File: src/lcef_defs.svh
// offsets, field positions, reset values and codes of the load control event frame
`ifndef LCEF_DEFS_SVH
`define LCEF_DEFS_SVH
// frame layout
`define LCEF_START_DELIM 8'h7E
`define LCEF_API_TYPE 8'h11
`define LCEF_BODY_LEN 16'h002E
`define LCEF_OFF_TYPE 16'h0003
`define LCEF_OFF_FCTL 16'h0017
`define LCEF_OFF_LAST 16'h0030
`define LCEF_OFF_CSUM 16'h0031
`define LCEF_CSUM_GOOD 8'hFF
`define LCEF_CMD_EVENT 8'h00
// payload slots, counted from the frame control byte
`define LCEF_SLOTS 26
`define LCEF_SL_FCTL 0
`define LCEF_SL_SEQ 1
`define LCEF_SL_CMD 2
`define LCEF_SL_EVT 3
`define LCEF_SL_CLASS 7
`define LCEF_SL_GROUP 9
`define LCEF_SL_START 10
`define LCEF_SL_DUR 14
`define LCEF_SL_CRIT 16
`define LCEF_SL_COOLOFF 17
`define LCEF_SL_HEATOFF 18
`define LCEF_SL_COOLSP 19
`define LCEF_SL_HEATSP 21
`define LCEF_SL_AVG 23
`define LCEF_SL_DUTY 24
`define LCEF_SL_DCTL 25
// frame control bits
`define LCEF_FC_TYPE_LSB 0
`define LCEF_FC_TYPE_CLUSTER 2'b01
`define LCEF_FC_MFG 2
`define LCEF_FC_DIR 3
`define LCEF_FC_NODFLT 4
// not-used codes
`define LCEF_SP_UNUSED 16'h8000
`define LCEF_AVG_UNUSED 8'h80
`define LCEF_DUTY_UNUSED 8'hFF
`define LCEF_OFFS_UNUSED 8'hFF
// register word indices
`define LCEF_RI_CTRL 3'h0
`define LCEF_RI_EVT 3'h1
`define LCEF_RI_START 3'h2
`define LCEF_RI_CLDUR 3'h3
`define LCEF_RI_MISC 3'h4
`define LCEF_RI_SETPT 3'h5
`define LCEF_RI_LIMIT 3'h6
`define LCEF_RI_STAT 3'h7
`define LCEF_CTRL_GO 0
`define LCEF_CTRL_DIR 1
`define LCEF_CTRL_BUSY 2
// register reset values
`define LCEF_RST_ZERO 32'h0000_0000
`define LCEF_RST_MISC 32'hFFFF_0000
`define LCEF_RST_SETPT 32'h8000_8000
`define LCEF_RST_LIMIT 32'h0100_FF80
`endif

File: src/lcef_link_if.sv
// byte stream link between frame composer and frame parser
`timescale 1ns/100ps
`default_nettype none
interface lcef_link_if;
   logic [7:0] byte_data;
   logic byte_valid;
   logic byte_ready;

   modport host (
      output byte_data,
      output byte_valid,
      input byte_ready
   );

   modport dev (
      input byte_data,
      input byte_valid,
      output byte_ready
   );
endinterface : lcef_link_if
`default_nettype wire

File: src/lcef_host.sv
// frame composer end: APB registers in, load control event frame out as bytes
//
// How it works
// - heating set point at offsets 44-45
// - set point 0x8000 means not used
// - set points sent low byte first
// - load adjustment at 46, 0x80 unused
// - duty cycle at 47, 0xFF unused
// - offset 48 is event option bitmap
// - frame control byte at offset 23
// - frame type bits 01, cluster specific
// - manufacturer bit clear, no code bytes
// - direction bit 3 set: server to client; the composer sends CTRL bit 1 there, 0 after reset
// - default response on, reserved bits zero
// - cooling set point at offsets 42-43
//
// Local design decisions: the placing of the registers and the APB slave port.
`timescale 1ns/100ps
`default_nettype none
`include "lcef_defs.svh"
module lcef_host #(
   parameter logic [63:0] DEST64 = 64'h0000_0000_0000_0000,
   parameter logic [15:0] NET16 = 16'hFFFE,
   parameter logic [7:0] SRC_EP = 8'h01,
   parameter logic [7:0] DST_EP = 8'h01,
   parameter logic [15:0] CLUSTER = 16'h0701,
   parameter logic [15:0] PROFILE = 16'h0109,
   parameter logic [7:0] FRAME_ID = 8'h01
) (
   // clock and reset
   input wire logic clk_sys,
   input wire logic rst_b,
   // apb slave
   input wire logic psel,
   input wire logic penable,
   input wire logic pwrite,
   input wire logic [7:0] paddr,
   input wire logic [31:0] pwdata,
   output logic [31:0] prdata,
   output logic pready,
   output logic pslverr,
   // link
   lcef_link_if.host link
);
   logic [31:0] reg_ff [0:6];
   logic [31:0] prdata_ff;
   logic busy_ff;
   logic [5:0] idx_ff;
   logic [7:0] sum_ff;
   logic [7:0] data_ff;
   logic [7:0] sent_ff;

   ////////////////////////////////////////////////////////////////////////////////
   // register decode
   wire [2:0] ri = paddr[4:2];
   wire mapped = (paddr[7:5] == 3'h0) && (paddr[1:0] == 2'h0);
   wire ro_hit = (ri == `LCEF_RI_STAT);
   wire acc = psel && penable;
   wire bad_wr = pwrite && (ro_hit || busy_ff);
   wire wr_ok = acc && mapped && !bad_wr;
   wire go = wr_ok && pwrite && (ri == `LCEF_RI_CTRL) && pwdata[`LCEF_CTRL_GO];
   wire [31:0] stat_word = {16'h0000, sent_ff, 7'h00, busy_ff};
   wire [31:0] ctrl_word = {29'h0, busy_ff, reg_ff[`LCEF_RI_CTRL][`LCEF_CTRL_DIR], 1'b0};
   wire [31:0] rd_word = !mapped ? 32'h0000_0000
      : (ri == `LCEF_RI_STAT) ? stat_word
      : (ri == `LCEF_RI_CTRL) ? ctrl_word
      : reg_ff[ri];

   ////////////////////////////////////////////////////////////////////////////////
   // register fields
   wire [31:0] evt_id = reg_ff[`LCEF_RI_EVT];
   wire [31:0] start_t = reg_ff[`LCEF_RI_START];
   wire [31:0] cldur = reg_ff[`LCEF_RI_CLDUR];
   wire [31:0] misc = reg_ff[`LCEF_RI_MISC];
   wire [31:0] setpt = reg_ff[`LCEF_RI_SETPT];
   wire [31:0] limit = reg_ff[`LCEF_RI_LIMIT];
   wire dir_bit = reg_ff[`LCEF_RI_CTRL][`LCEF_CTRL_DIR];
   wire [7:0] fctl = {3'b000,
      1'b0,
      dir_bit,
      1'b0,
      `LCEF_FC_TYPE_CLUSTER};

   ////////////////////////////////////////////////////////////////////////////////
   // frame byte selection
   function automatic logic [7:0] be_pick(input logic [63:0] v, input int n, input int k);
      be_pick = v[8*(n-1-k) +: 8];
   endfunction : be_pick

   function automatic logic [7:0] le_pick(input logic [31:0] v, input int k);
      le_pick = v[8*k +: 8];
   endfunction : le_pick

   function automatic logic [7:0] frame_byte(input logic [5:0] i, input logic [7:0] s);
      int k;
      k = int'(i);
      frame_byte = 8'h00;
      if (k == 0) frame_byte = `LCEF_START_DELIM;
      else if (k <= 2) frame_byte = be_pick({48'h0, `LCEF_BODY_LEN}, 2, k - 1);
      else if (k == 3) frame_byte = `LCEF_API_TYPE;
      else if (k == 4) frame_byte = FRAME_ID;
      else if (k <= 12) frame_byte = be_pick(DEST64, 8, k - 5);
      else if (k <= 14) frame_byte = be_pick({48'h0, NET16}, 2, k - 13);
      else if (k == 15) frame_byte = SRC_EP;
      else if (k == 16) frame_byte = DST_EP;
      else if (k <= 18) frame_byte = be_pick({48'h0, CLUSTER}, 2, k - 17);
      else if (k <= 20) frame_byte = be_pick({48'h0, PROFILE}, 2, k - 19);
      else if (k <= 22) frame_byte = 8'h00;
      else if (k == 23) frame_byte = fctl;
      else if (k == 24) frame_byte = limit[31:24];
      else if (k == 25) frame_byte = `LCEF_CMD_EVENT;
      else if (k <= 29) frame_byte = le_pick(evt_id, k - 26);
      else if (k <= 31) frame_byte = le_pick(cldur, k - 30);
      else if (k == 32) frame_byte = misc[7:0];
      else if (k <= 36) frame_byte = le_pick(start_t, k - 33);
      else if (k <= 38) frame_byte = le_pick(cldur, k - 35);
      else if (k <= 41) frame_byte = le_pick(misc, k - 38);
      else if (k <= 43) frame_byte = le_pick(setpt, k - 42);
      else if (k <= 45) frame_byte = le_pick(setpt, k - 42);
      else if (k <= 48) frame_byte = le_pick(limit, k - 46);
      else frame_byte = 8'(`LCEF_CSUM_GOOD - s);
   endfunction : frame_byte

   ////////////////////////////////////////////////////////////////////////////////
   // transmit sequencer
   wire fire = busy_ff && link.byte_ready;
   wire last = ({10'h000, idx_ff} == `LCEF_OFF_CSUM);
   wire in_sum = ({10'h000, idx_ff} >= `LCEF_OFF_TYPE) && ({10'h000, idx_ff} <= `LCEF_OFF_LAST);
   wire [7:0] nxt_sum = in_sum ? 8'(sum_ff + data_ff) : sum_ff;
   wire [5:0] nxt_idx = 6'(idx_ff + 6'h01);
   wire [7:0] nxt_data = frame_byte(nxt_idx, nxt_sum);
   wire [7:0] first_data = frame_byte(6'h00, 8'h00);

   always_ff @(posedge clk_sys or negedge rst_b) begin
      if (!rst_b) begin
         busy_ff <= 1'b0;
         idx_ff <= 6'h00;
         sum_ff <= 8'h00;
         data_ff <= 8'h00;
         sent_ff <= 8'h00;
      end else if (go) begin
         busy_ff <= 1'b1;
         idx_ff <= 6'h00;
         sum_ff <= 8'h00;
         data_ff <= first_data;
      end else if (fire) begin
         idx_ff <= nxt_idx;
         sum_ff <= nxt_sum;
         data_ff <= nxt_data;
         if (last) begin
            busy_ff <= 1'b0;
            sent_ff <= 8'(sent_ff + 8'h01);
         end
      end
   end

   ////////////////////////////////////////////////////////////////////////////////
   // register storage and read data
   always_ff @(posedge clk_sys or negedge rst_b) begin
      if (!rst_b) begin
         reg_ff[`LCEF_RI_CTRL] <= `LCEF_RST_ZERO;
         reg_ff[`LCEF_RI_EVT] <= `LCEF_RST_ZERO;
         reg_ff[`LCEF_RI_START] <= `LCEF_RST_ZERO;
         reg_ff[`LCEF_RI_CLDUR] <= `LCEF_RST_ZERO;
         reg_ff[`LCEF_RI_MISC] <= `LCEF_RST_MISC;
         reg_ff[`LCEF_RI_SETPT] <= `LCEF_RST_SETPT;
         reg_ff[`LCEF_RI_LIMIT] <= `LCEF_RST_LIMIT;
      end else if (wr_ok && pwrite) begin
         reg_ff[ri] <= pwdata;
      end
   end

   always_ff @(posedge clk_sys or negedge rst_b) begin
      if (!rst_b) prdata_ff <= 32'h0000_0000;
      else if (psel && !penable) prdata_ff <= rd_word;
   end

   ////////////////////////////////////////////////////////////////////////////////
   // outputs
   assign prdata = prdata_ff;
   assign pready = 1'b1;
   assign pslverr = acc && (!mapped || bad_wr);
   assign link.byte_data = data_ff;
   assign link.byte_valid = busy_ff;
endmodule : lcef_host
`default_nettype wire

File: src/flat_wrapper.sv
// flat-port wrapper written by rule: the top's interface ports become plain ports
module lcef_host_flat 
#(
   parameter logic [63:0] DEST64 = 64'h0000_0000_0000_0000,
   parameter logic [15:0] NET16 = 16'hFFFE,
   parameter logic [7:0] SRC_EP = 8'h01,
   parameter logic [7:0] DST_EP = 8'h01,
   parameter logic [15:0] CLUSTER = 16'h0701,
   parameter logic [15:0] PROFILE = 16'h0109,
   parameter logic [7:0] FRAME_ID = 8'h01
)
  (clk_sys, rst_b, psel, penable, pwrite, paddr, pwdata, prdata, pready, pslverr, link_byte_data, link_byte_valid, link_byte_ready);
  lcef_link_if link_i ();
  input wire logic clk_sys;
  input wire logic rst_b;
  input wire logic psel;
  input wire logic penable;
  input wire logic pwrite;
  input wire logic [7:0] paddr;
  input wire logic [31:0] pwdata;
  output logic [31:0] prdata;
  output logic pready;
  output logic pslverr;
  output wire logic [$bits(link_i.byte_data)-1:0] link_byte_data;
  output wire logic [$bits(link_i.byte_valid)-1:0] link_byte_valid;
  input wire logic [$bits(link_i.byte_ready)-1:0] link_byte_ready;
  assign link_byte_data = link_i.byte_data;
  assign link_byte_valid = link_i.byte_valid;
  assign link_i.byte_ready = link_byte_ready;
  lcef_host #(.DEST64(DEST64), .NET16(NET16), .SRC_EP(SRC_EP), .DST_EP(DST_EP), .CLUSTER(CLUSTER), .PROFILE(PROFILE), .FRAME_ID(FRAME_ID)) u_core (.clk_sys(clk_sys), .rst_b(rst_b), .psel(psel), .penable(penable), .pwrite(pwrite), .paddr(paddr), .pwdata(pwdata), .prdata(prdata), .pready(pready), .pslverr(pslverr), .link(link_i));
endmodule
File: config.mk
export PLATFORM = sky130hd
export DESIGN_NAME = lcef_host_flat
export DESIGN_NICKNAME = d
export VERILOG_FILES = /design/src/lcef_link_if.sv /design/src/lcef_host.sv /design/src/flat_wrapper.sv
export VERILOG_INCLUDE_DIRS = /design/src
export SDC_FILE = /design/constraint.sdc
export NUM_CORES = 1
export LEC_CHECK = 0
export BUFFER_PORTS_ARGS = -buffer_cell sky130_fd_sc_hd__buf_2
export CORE_ASPECT_RATIO = 1.2
export CORE_MARGIN = 4
export CORE_UTILIZATION = 56
export CTS_CLUSTER_DIAMETER = 120
export DETAILED_ROUTE_END_ITERATION = 10
export GPL_TIMING_DRIVEN = 0
export PLACE_DENSITY = 0.79
export RECOVER_POWER = 50
export SLEW_MARGIN = 20
export SYNTH_ARGS = -nofsm -noshare
export SYNTH_HDL_FRONTEND = slang
export SYNTH_SLANG_ARGS = --single-unit
File: constraint.sdc
create_clock -name clk_sys -period 3.19 [get_ports clk_sys]
set_input_delay 0.638 -clock clk_sys [delete_from_list [all_inputs] [get_ports clk_sys]]
set_output_delay 0.638 -clock clk_sys [all_outputs]
set_load 0.02 [all_outputs]
# Word level (Yosys, flattened, before mapping)
# Index checks and enable logic that the tools add are counted.
# classes
addsub	21
mul	0
n_div	0
magnitude_cmp	18
eq_ne	10
n_shift	12
muxes	42
n_bitwise	2
n_reduce_logical	26
# op_table
op	n
$shiftx 64x32->8 const A	5
$bwmux 224	1
$mux 8	28
$shiftx 32x32->8	7
$mux 32	6
$sub 2x29->29 const A	4
$bmux 32 s3	1
$demux 32 s3	1
$le 6x6->1 const B	7
$eq 6x6->1 const B	6
$sub 6x6->7 const B	5
$le 6x5->1 const B	5
$sub 4x29->29 const A	1
$sub 6x5->7 const B	4
$logic_and 1x1->1	13
$le 6x4->1 const B	2
$mux 6	2
$add 8x1->8 const B	1
$add 8x8->8	1
$sub 8x8->8 const A	1
$sub 6x1->7 const B	1
$sub 6x3->7 const B	1
$sub 6x4->7 const B	1
$add 6x1->6 const B	1
19 further kinds	26
# totals
regBits	287
latch_bits	0
mem_bits_rw	0
romBits	0
input_bits	46
output_inout_bits	43
word_cells	144
memories	0

# Depth between registers and ports, before layout
# Gate-level depths: netlist (run 1).
# depth
word_depth	29
ltp_mapped	16
depth_no_buf	10

# Worst setup path after synthesis (run 1)
# No wires, ideal clock.
# synth_timing
path_kind	reg2reg
startpoint	register u_core.idx_ff[0]
endpoint	register u_core.data_ff[1], in the netlist u_core.link.byte_data[1]
setup_ns	0.126
arrival_ns	3.243
required_ns	3.064
path_slack_ns	-0.178
path_stages_with_launch	15
path_buffers	4
synth_period_minus_slack_ns	3.368
cell_sequence	dfrtp_1 buf_6 inv_1 buf_4 buf_2 ha_1 buf_2 nor4bb_4 a21oi_2 a211o_1 nand2_2 xor2_2 a41oi_4 nand2_1 o311a_1
# synth_via
elab_chain_len	29
word_cells_on_any_way	83
classes_between	add/sub (19); order compare (16); eq/ne (8); shift (12); mux (26); reduce/logical (2)
# synth_rtl
element	line_no	text
from (decl)	lcef_host.sv:48	logic [5:0] idx_ff;
from (signal assigned)	lcef_host.sv:147	idx_ff <= nxt_idx;
parallel branches: the longest is 26 deep, another holds $sub 6x6->7	-	
$mux 8 (*)	lcef_host.sv:98	if (k == 0) frame_byte = `LCEF_START_DELIM;
$mux 8 (*)	lcef_host.sv:146	end else if (fire) begin
$mux 8 (*)	lcef_host.sv:141	end else if (go) begin
to (signal assigned)	lcef_host.sv:145	data_ff <= first_data;
to (signal assigned)	lcef_host.sv:149	data_ff <= nxt_data;
to (decl)	lcef_host.sv:50	logic [7:0] data_ff;
# Every way passes the cells marked *. The select of a mux whose other input is x is not followed.
# A chain may end at the register's enable or synchronous reset.

# Worst setup path after layout (run 1)
# layout_timing
startpoint	register u_core.idx_ff[0]
endpoint	register u_core.data_ff[3], in the netlist u_core.link.byte_data[3]
# Same word-level chain as after synthesis.

==> run metrics, run 1 <==
crit path max fanout=11; Sink Count=256; fillers=2,226; multi-input logic area=9580 sq um; port bufs=86; core box area=28,300 sq um; Mapped Area=16,200 sq um; average detailed-routed wire length per instance=31.8 um; Pint=6170 uW; H-tree Lvls=1; post-synthesis cell count=1,456; CP max-delay cell=a21boi_1; WP data required=3.69 ns; max-cap violations=0; Avg Cell Area, Syn=11.1 sq um; TritonCTS buffer count=27; initial antenna violation count=2; Final WS setup=-0.0436 ns; Slew headroom=11.9%; RR Startpoint=u_core.idx_ff[0]$_DFFE_PN0P_; vias in the first global route=14,900; failing checks=negative setup slack; largest net degree at the start of global routing=84; Post-Route WL=64,400 um; Stages on worst setup path=10; Clock Latency Late Sink=0.57 ns; Worst Tran Pin Value=1.32 ns; reg2reg path depth=10; Inserted Diodes=0; Fmax=0.309 GHz; nets=1,686; Top delay family on crit path=compound AO/OA/AOI/OAI gates; row count=67; Pwr Density=483 nW/um^2; Post-synth ARST share=100%; Sequential Area=6440 sq um; post-synth net total=1,520; area share of the largest cell type after synthesis=35.2%; largest area contributor in the netlist=dfrtp_1; TritonCTS clock tree=built; Synth Flop Type=dfrtp_1; CP Capture Type=flip-flop; final total power=9230 uW; first-pass GRT wire length=95,400 um; initial drt markers=2,220; drt drc=0; Tcrit/Tclk final=101%; FF+latch count, synth=256; RePlAce Congestion=1.05; logic gate share of total power=27.4%; final core utilization=67.6%; Layout Skew=0.0330 ns; CTS max path bufs=3; min Tclk post-route=3.23 ns; post-route antenna net violation count=0; status=finished with violations; Die Y=194 um; RR Endpoint=u_core.link.byte_data[3]$_DFFE_PN0P_; Setup Viol. Count Final=1; Final Hold Viols=0; VDD IR-drop max=0.563 mV; GRT overflow=0; critical path, cell by cell=buf_4 > ha_2 > nand2_1 > a21oi_2 > a21boi_1 > and2_1 > o311ai_2 > a31oi_1 > a31o_1 > o31a_1; die area=31,700 sq um; kind of critical path=flip-flop to flip-flop; Clk pwr share=35.9%; worst reg-to-reg setup slack=-0.04 ns; Sw Share=33.2%; CP Launch Point=u_core.idx_ff[0]$_DFFE_PN0P_; post-synthesis cell type count=118; Critical Path End=u_core.link.byte_data[3]$_DFFE_PN0P_; 1st-pass router iterations=6; Switching Power=3060 uW; clk slew on worst S/H paths=0.06 ns; vias=14,900; fin. max-slew vios=0; Buffers & Inverters on Critical Path=1; Hold Path Class=input port to flip-flop; number of synthesized flops with an enable pin=0; Non-Filler Instances=2,022; share of post-route cells with drive strength above 1=37.5%; CP Launch Type=flip-flop; DP Wirelength=45,700 um; area delta synth->final=17.8%; sequential power share=36.7%; total leakage power=0.00839 uW; Root Driver=clkbuf_16; I/O Pins=89; die span in x=163 um; Area contributors post-synth=dfrtp_1, mux2_2, mux4_2; GRT Util Overall=40.1%; Initial Utilization=57.4%; number of synthesis warnings=0; vias per std cell=7.36; crit path DAT=3.74 ns; register area share after synthesis=39.7%; Largest stage delay, worst path=0.60 ns; cell count after placement=1,924
==> cell usage in the layout (no fill, tap or decap), drive strengths merged, types with 12 or more instances in the layout <==
cell type    n
o211ai      12
and3        13
o21ai       68
a32o        23
mux2       221
nor3        17
nand2      105
mux4        53
inv         24
clkbuf     116
buf        166
a31oi       12
a21oi      111
xnor2       19
ha          17
nand3       28
dfrtp      228
nor2        73
nand2b      16
a221oi      26
mux2i       33
nand4       12
and2        12
dfstp       28
==> flip-flops by register name, indices dropped and copies added, names as in the netlist <==
| name | flops |
|---|---|
| u_core.cldur | 32 |
| u_core.evt_id | 32 |
| u_core.limit | 32 |
| u_core.misc | 32 |
| u_core.prdata | 32 |
| u_core.setpt | 32 |
| u_core.start_t | 32 |
| u_core.link.byte_data | 8 |
| u_core.sent_ff | 8 |
| u_core.sum_ff | 8 |
| u_core.idx_ff | 6 |
| u_core.ctrl_word | 1 |
| u_core.link.byte_valid | 1 |
==> area by class of cell <==
cell class                      count  share of cell area (%)
Multi-Input combinational cell   1066                    50.2
Sequential cell                   256                    33.7
Timing Repair Buffer              139                    4.69
Clock buffer                       35                    3.85
Buffer                            109                    3.66
Tap cell                          379                    2.48
Clock inverter                     15                   0.891
Inverter                           23                   0.498
==> power by group through the flow <==
stage | clock network, uW | registers [uW] | logic [uW]
2_1_floorplan | 0 | 3440 | 1230
5_1_grt | 3470 | 3380 | 2600
4_1_cts | 3300 | 3380 | 2260
3_5_place_dp | 0 | 3440 | 1970
3_3_place_gp | 0 | 3440 | 1940
6_report | 3320 | 3380 | 2530
==> cell usage after synthesis, types with 25 or more instances <==
master / instances
o21ai_0: 64
buf_1: 26
mux2_2: 221
a221oi_1: 25
a21oi_1: 107
mux2i_1: 33
clkbuf_1: 42
dfrtp_1: 228
nor2_1: 70
nand2_1: 103
mux4_2: 53
nand3_1: 25
dfstp_2: 28
==> worst reg2reg max path, stage by stage, from the launching register on <==
cell	delay, ns
dfrtp_2	0.39
buf_4	0.19
ha_2	0.30
nand2_1	0.26
a21oi_2	0.56
a21boi_1	0.60
and2_1	0.23
o311ai_2	0.09
a31oi_1	0.22
a31o_1	0.20
o31a_1	0.15
==> per-stage QoR <==
| stage | instance area, sq um | hold WS [ns] | worst slack (ns) | setup TNS [ns] |
|---|---|---|---|---|
| floorplan | 16200 | 0.342 | 0.0528 | 0 |
| global placement | 17100 | 0.460 | -3.46 | -778.60 |
| detailed placement | 17200 | 0.469 | -1.01 | -41.01 |
| CTS | 18800 | 0.375 | 0.00353 | 0 |
| global route | 19100 | 0.387 | -0.0191 | -0.0687 |
| finish | 19100 | 0.371 | -0.0436 | -0.0436 |
==> worst min path at each step <==
| stage | to | from | slack (ns) | depth (start not counted) |
|---|---|---|---|---|
| final | u_core.evt_id[18]$_DFFE_PN0P_ | pwdata[18] | 0.37 | 2 |
| after CTS | u_core.evt_id[5]$_DFFE_PN0P_ | pwdata[5] | 0.38 | 2 |
| after floorplan | u_core.cldur[0]$_DFFE_PN0P_ | rst_b | 0.34 | 0 |
| after global routing | u_core.start_t[5]$_DFFE_PN0P_ | pwdata[5] | 0.39 | 2 |
| after global placement | u_core.sent_ff[7]$_DFFE_PN0P_ | u_core.sent_ff[7]$_DFFE_PN0P_ | 0.46 | 1 |
| after detailed placement | u_core.prdata[11]$_DFFE_PN0P_ | u_core.prdata[11]$_DFFE_PN0P_ | 0.47 | 2 |
==> what timing repair did <==
action                                  in CTS  in global routing
endpoints found under the setup margin       8                  9
hold buffers                                 1                  0
gates cloned                                 0                  1
setup buffers                               25                 23
gates resized for setup                     84                 50
hold endpoints to repair                    20                  0
pin swaps                                   21                 30
==> cells by family after synthesis <==
group	synth area share (%)
buffers and inverters	4.14
flip-flops	39.7
other	0.0231
XOR/XNOR	1.81
AND/OR/NAND/NOR	10.9
AO/OA/AOI/OAI	17.1
multiplexers	24.8
adder cells (fa/ha/maj)	1.44
==> routing by layer <==
layer	vias to the layer above	share of wire (%)	global-route usage, %
met4	4	9.2	27.2
met1	7295	33	48.8
li1	5895	-	-
met5	-	0.048	0
met3	415	13	12.2
met2	1274	44	61.1
(Power assumes the default switching activity.)
==> run 2: changes to the inputs <==
--- a/config.mk
+++ b/config.mk
@@ -9,11 +9,11 @@
 export BUFFER_PORTS_ARGS = -buffer_cell sky130_fd_sc_hd__buf_2
 export CORE_ASPECT_RATIO = 1.2
 export CORE_MARGIN = 4
-export CORE_UTILIZATION = 56
+export CORE_UTILIZATION = 60
 export CTS_CLUSTER_DIAMETER = 120
 export DETAILED_ROUTE_END_ITERATION = 10
 export GPL_TIMING_DRIVEN = 0
-export PLACE_DENSITY = 0.79
+export PLACE_DENSITY = 0.81
 export RECOVER_POWER = 50
 export SLEW_MARGIN = 20
 export SYNTH_ARGS = -nofsm -noshare
==> constraint.sdc (replaced) <==
create_clock -name clk_sys -period 3 [get_ports clk_sys]
set_input_delay 0.6 -clock clk_sys [delete_from_list [all_inputs] [get_ports clk_sys]]
set_output_delay 0.6 -clock clk_sys [all_outputs]
set_load 0.02 [all_outputs]
==> run 2 against run 1 <==
  * Core utilization grew 6.5 points
  * The run ends with max-capacitance violations, max-slew violations, negative setup slack left
  * Global-route usage is 5.0 points higher
  * Setup slack worse by 0.12 ns
  * Total power increased by 10%
  * Non-clock buffer count up 17
  * Die area decreased by 6.4%
  * Flip-flop and latch count did not move
  * Clock-buffer cell count rose by 3
  * Critical path type is now input port to flip-flop
  * Cell count fell by 1.1%
==> run metrics, run 2 (synthesis gave the netlist of run 1 again) <==
cts hold-fix bufs=0 (was 1); crit path max fanout=10 (was 11); initial drt markers=2,103 (was 2,220); WP data required=3.42 ns (was 3.69 ns); failing checks=max-capacitance violations, max-slew violations, negative setup slack (was negative setup slack); Fin Hold WS=0.351 ns (was 0.371 ns); first-pass GRT wire length=98,500 um (was 95,400 um); area delta synth->final=20.9% (was 17.8%); DP Wirelength=47,700 um (was 45,700 um); Slew headroom=-24.7% (was 11.9%); largest net degree at the start of global routing=101 (was 84); Hold Path Class=input port to flip-flop (unchanged); Layout Skew=0.0332 ns (was 0.0330 ns); Final Hold Viols=0 (unchanged); Pwr Density=520 nW/um^2 (was 483 nW/um^2); min Tclk post-route=3.17 ns; die area=29,700 sq um (was 31,700 sq um); vias in the first global route=15,100 (was 14,900); GRT Util Overall=45.0% (was 40.1%); initial antenna violation count=3 (was 2); Setup Viol. Count Final=56 (was 1); CP Capture Type=flip-flop (unchanged); Root Driver=clkbuf_16 (unchanged); Worst Tran Pin Value=1.87 ns (was 1.32 ns); commonest non-fill, non-tap cells in the layout=dfrtp_1, mux2_2, a21oi_1 (unchanged); max-cap violations=1 (was 0); Die Y=188 um (was 194 um); most common cell after layout, fill and taps aside=dfrtp_1 (unchanged); I/O Pins=89 (unchanged); fillers=1,818 (was 2,226); TritonCTS clock tree=built (unchanged); Final WS setup=-0.167 ns (was -0.0436 ns); vias per std cell=7.48 (was 7.36); RePlAce Congestion=1.06 (was 1.05); port bufs=86 (unchanged); crit path DAT=3.58 ns (was 3.74 ns); core box area=26,400 sq um (was 28,300 sq um); Post-Route WL=67,800 um (was 64,400 um); Sink Count=256 (unchanged); TritonCTS buffer count=28 (was 27); Tcrit/Tclk final=106%; total leakage power=0.00869 uW (was 0.00839 uW); CTS max path bufs=3 (unchanged); H-tree Lvls=1 (unchanged); 1st-pass router iterations=5 (was 6); die span in x=158 um (was 163 um); status=finished with violations (unchanged); nets=1,704 (was 1,686); VDD IR-drop max=0.525 mV (was 0.563 mV); final total power=10,200 uW (was 9230 uW); CP Launch Type=input port (was flip-flop); clk slew on worst S/H paths=0.06 ns (about the same); RSZ-0062 raised after global routing=true; kind of critical path=input port to flip-flop (was flip-flop to flip-flop); Initial Utilization=61.3% (was 57.4%); vias=15,000 (was 14,900); Fmax=0.316 GHz; share of post-route cells with drive strength above 1=42.2% (was 37.5%); drt drc=0 (unchanged); average detailed-routed wire length per instance=33.9 um (was 31.8 um); row count=65 (was 67); GRT overflow=0 (unchanged); Clock Latency Late Sink=0.56 ns (was 0.57 ns); post-route antenna net violation count=0 (unchanged); fin. max-slew vios=68 (was 0)
[run 2: cell count changes in the layout (fill, tap and decap cells not counted), sizes merged]
| cell | before | now |
|---|---|---|
| inv | 24 | 22 |
| dlygate4sd3 | 1 | 0 |
| diode | 0 | 2 |
| buf | 166 | 196 |
| clkbuf | 116 | 106 |
| clkinv | 8 | 9 |
| clkdlybuf4s15 | 0 | 1 |
[run 2: power by group]
part | total, uW | switching, uW | internal (uW)
Clock | 3640 | 1480 | 2150
Sequential | 3600 | 80.9 | 3520
Combinational | 2940 | 1780 | 1160
[run 2: layer usage]
layer	track usage (%)	up-vias	share of wire, %
met4	30.5	4	9.2
met1	54.5	7332	34
met3	12.4	421	12
met2	69.6	1256	45
met5	0	-	0.047
li1	-	5939	-
[run 2: layout make-up]
type / instances / area (sq um) / share of cell area (%)
timing repair buffer: 156 / 1070 / 5.46
clock buffer: 38 / 810 / 4.13
clock inverter: 14 / 161 / 0.824
tap: 335 / 419 / 2.14
inverter: 23 / 97.6 / 0.498
buffer: 109 / 757 / 3.86
multi-input combinational: 1066 / 9830 / 50.2
sequential: 256 / 6440 / 32.9
antenna: 2 / 5.00 / 0.0255
[run 2: final timing paths]
check / startpoint / endpoint / slack [ns] / cells after the start
max: paddr[4] / u_core.start_t[22]$_DFFE_PN0P_ / -0.17 / 7
min: pwdata[2] / u_core.misc[2]$_DFFE_PN0P_ / 0.35 / 2
max reg2reg: u_core.idx_ff[1]$_DFFE_PN0P_ / u_core.link.byte_data[4]$_DFFE_PN0P_ / -0.14 / 12
min reg2reg: u_core.prdata[7]$_DFFE_PN0P_ / u_core.prdata[7]$_DFFE_PN0P_ / 0.49 / 1
max in group asynchronous: rst_b / u_core.evt_id[21]$_DFFE_PN0P_ / 0.37 / 3
min in group asynchronous: rst_b / u_core.idx_ff[0]$_DFFE_PN0P_ / 0.52 / 1
[run 2: through the flow]
| step | instance area (sq um) | TNS, ns | utilization (%) | std cells | setup slack (ns) |
|---|---|---|---|---|---|
| after floorplan | 16300 | -0.0271 | - | 1456 | -0.0205 |
| after global placement | 17100 | -870.32 | 64.7 | 1877 | -3.66 |
| after detailed placement | 17200 | -87.25 | 65.0 | 1880 | -1.47 |
| after CTS | 19000 | -0.823 | 71.8 | 1969 | -0.186 |
| after global routing | 19600 | -2.12 | 74.1 | 1997 | -0.226 |
| final | 19600 | -4.28 | 74.1 | 1999 | -0.167 |
[run 2: worst max-delay path, stage by stage]
cell and delay (ns):
buf_2 0.14, clkbuf_1 0.54, nor2b_1 0.12, clkbuf_1 0.44
nand2_1 0.39, buf_1 0.91, mux2_2 0.43
[run 2: what timing repair did]
item,CTS,global route
setup buffers,37,30
resized for setup,110,108
endpoints found under the setup margin,12,99
endpoints found under the hold margin,0,0
pin swaps,35,42
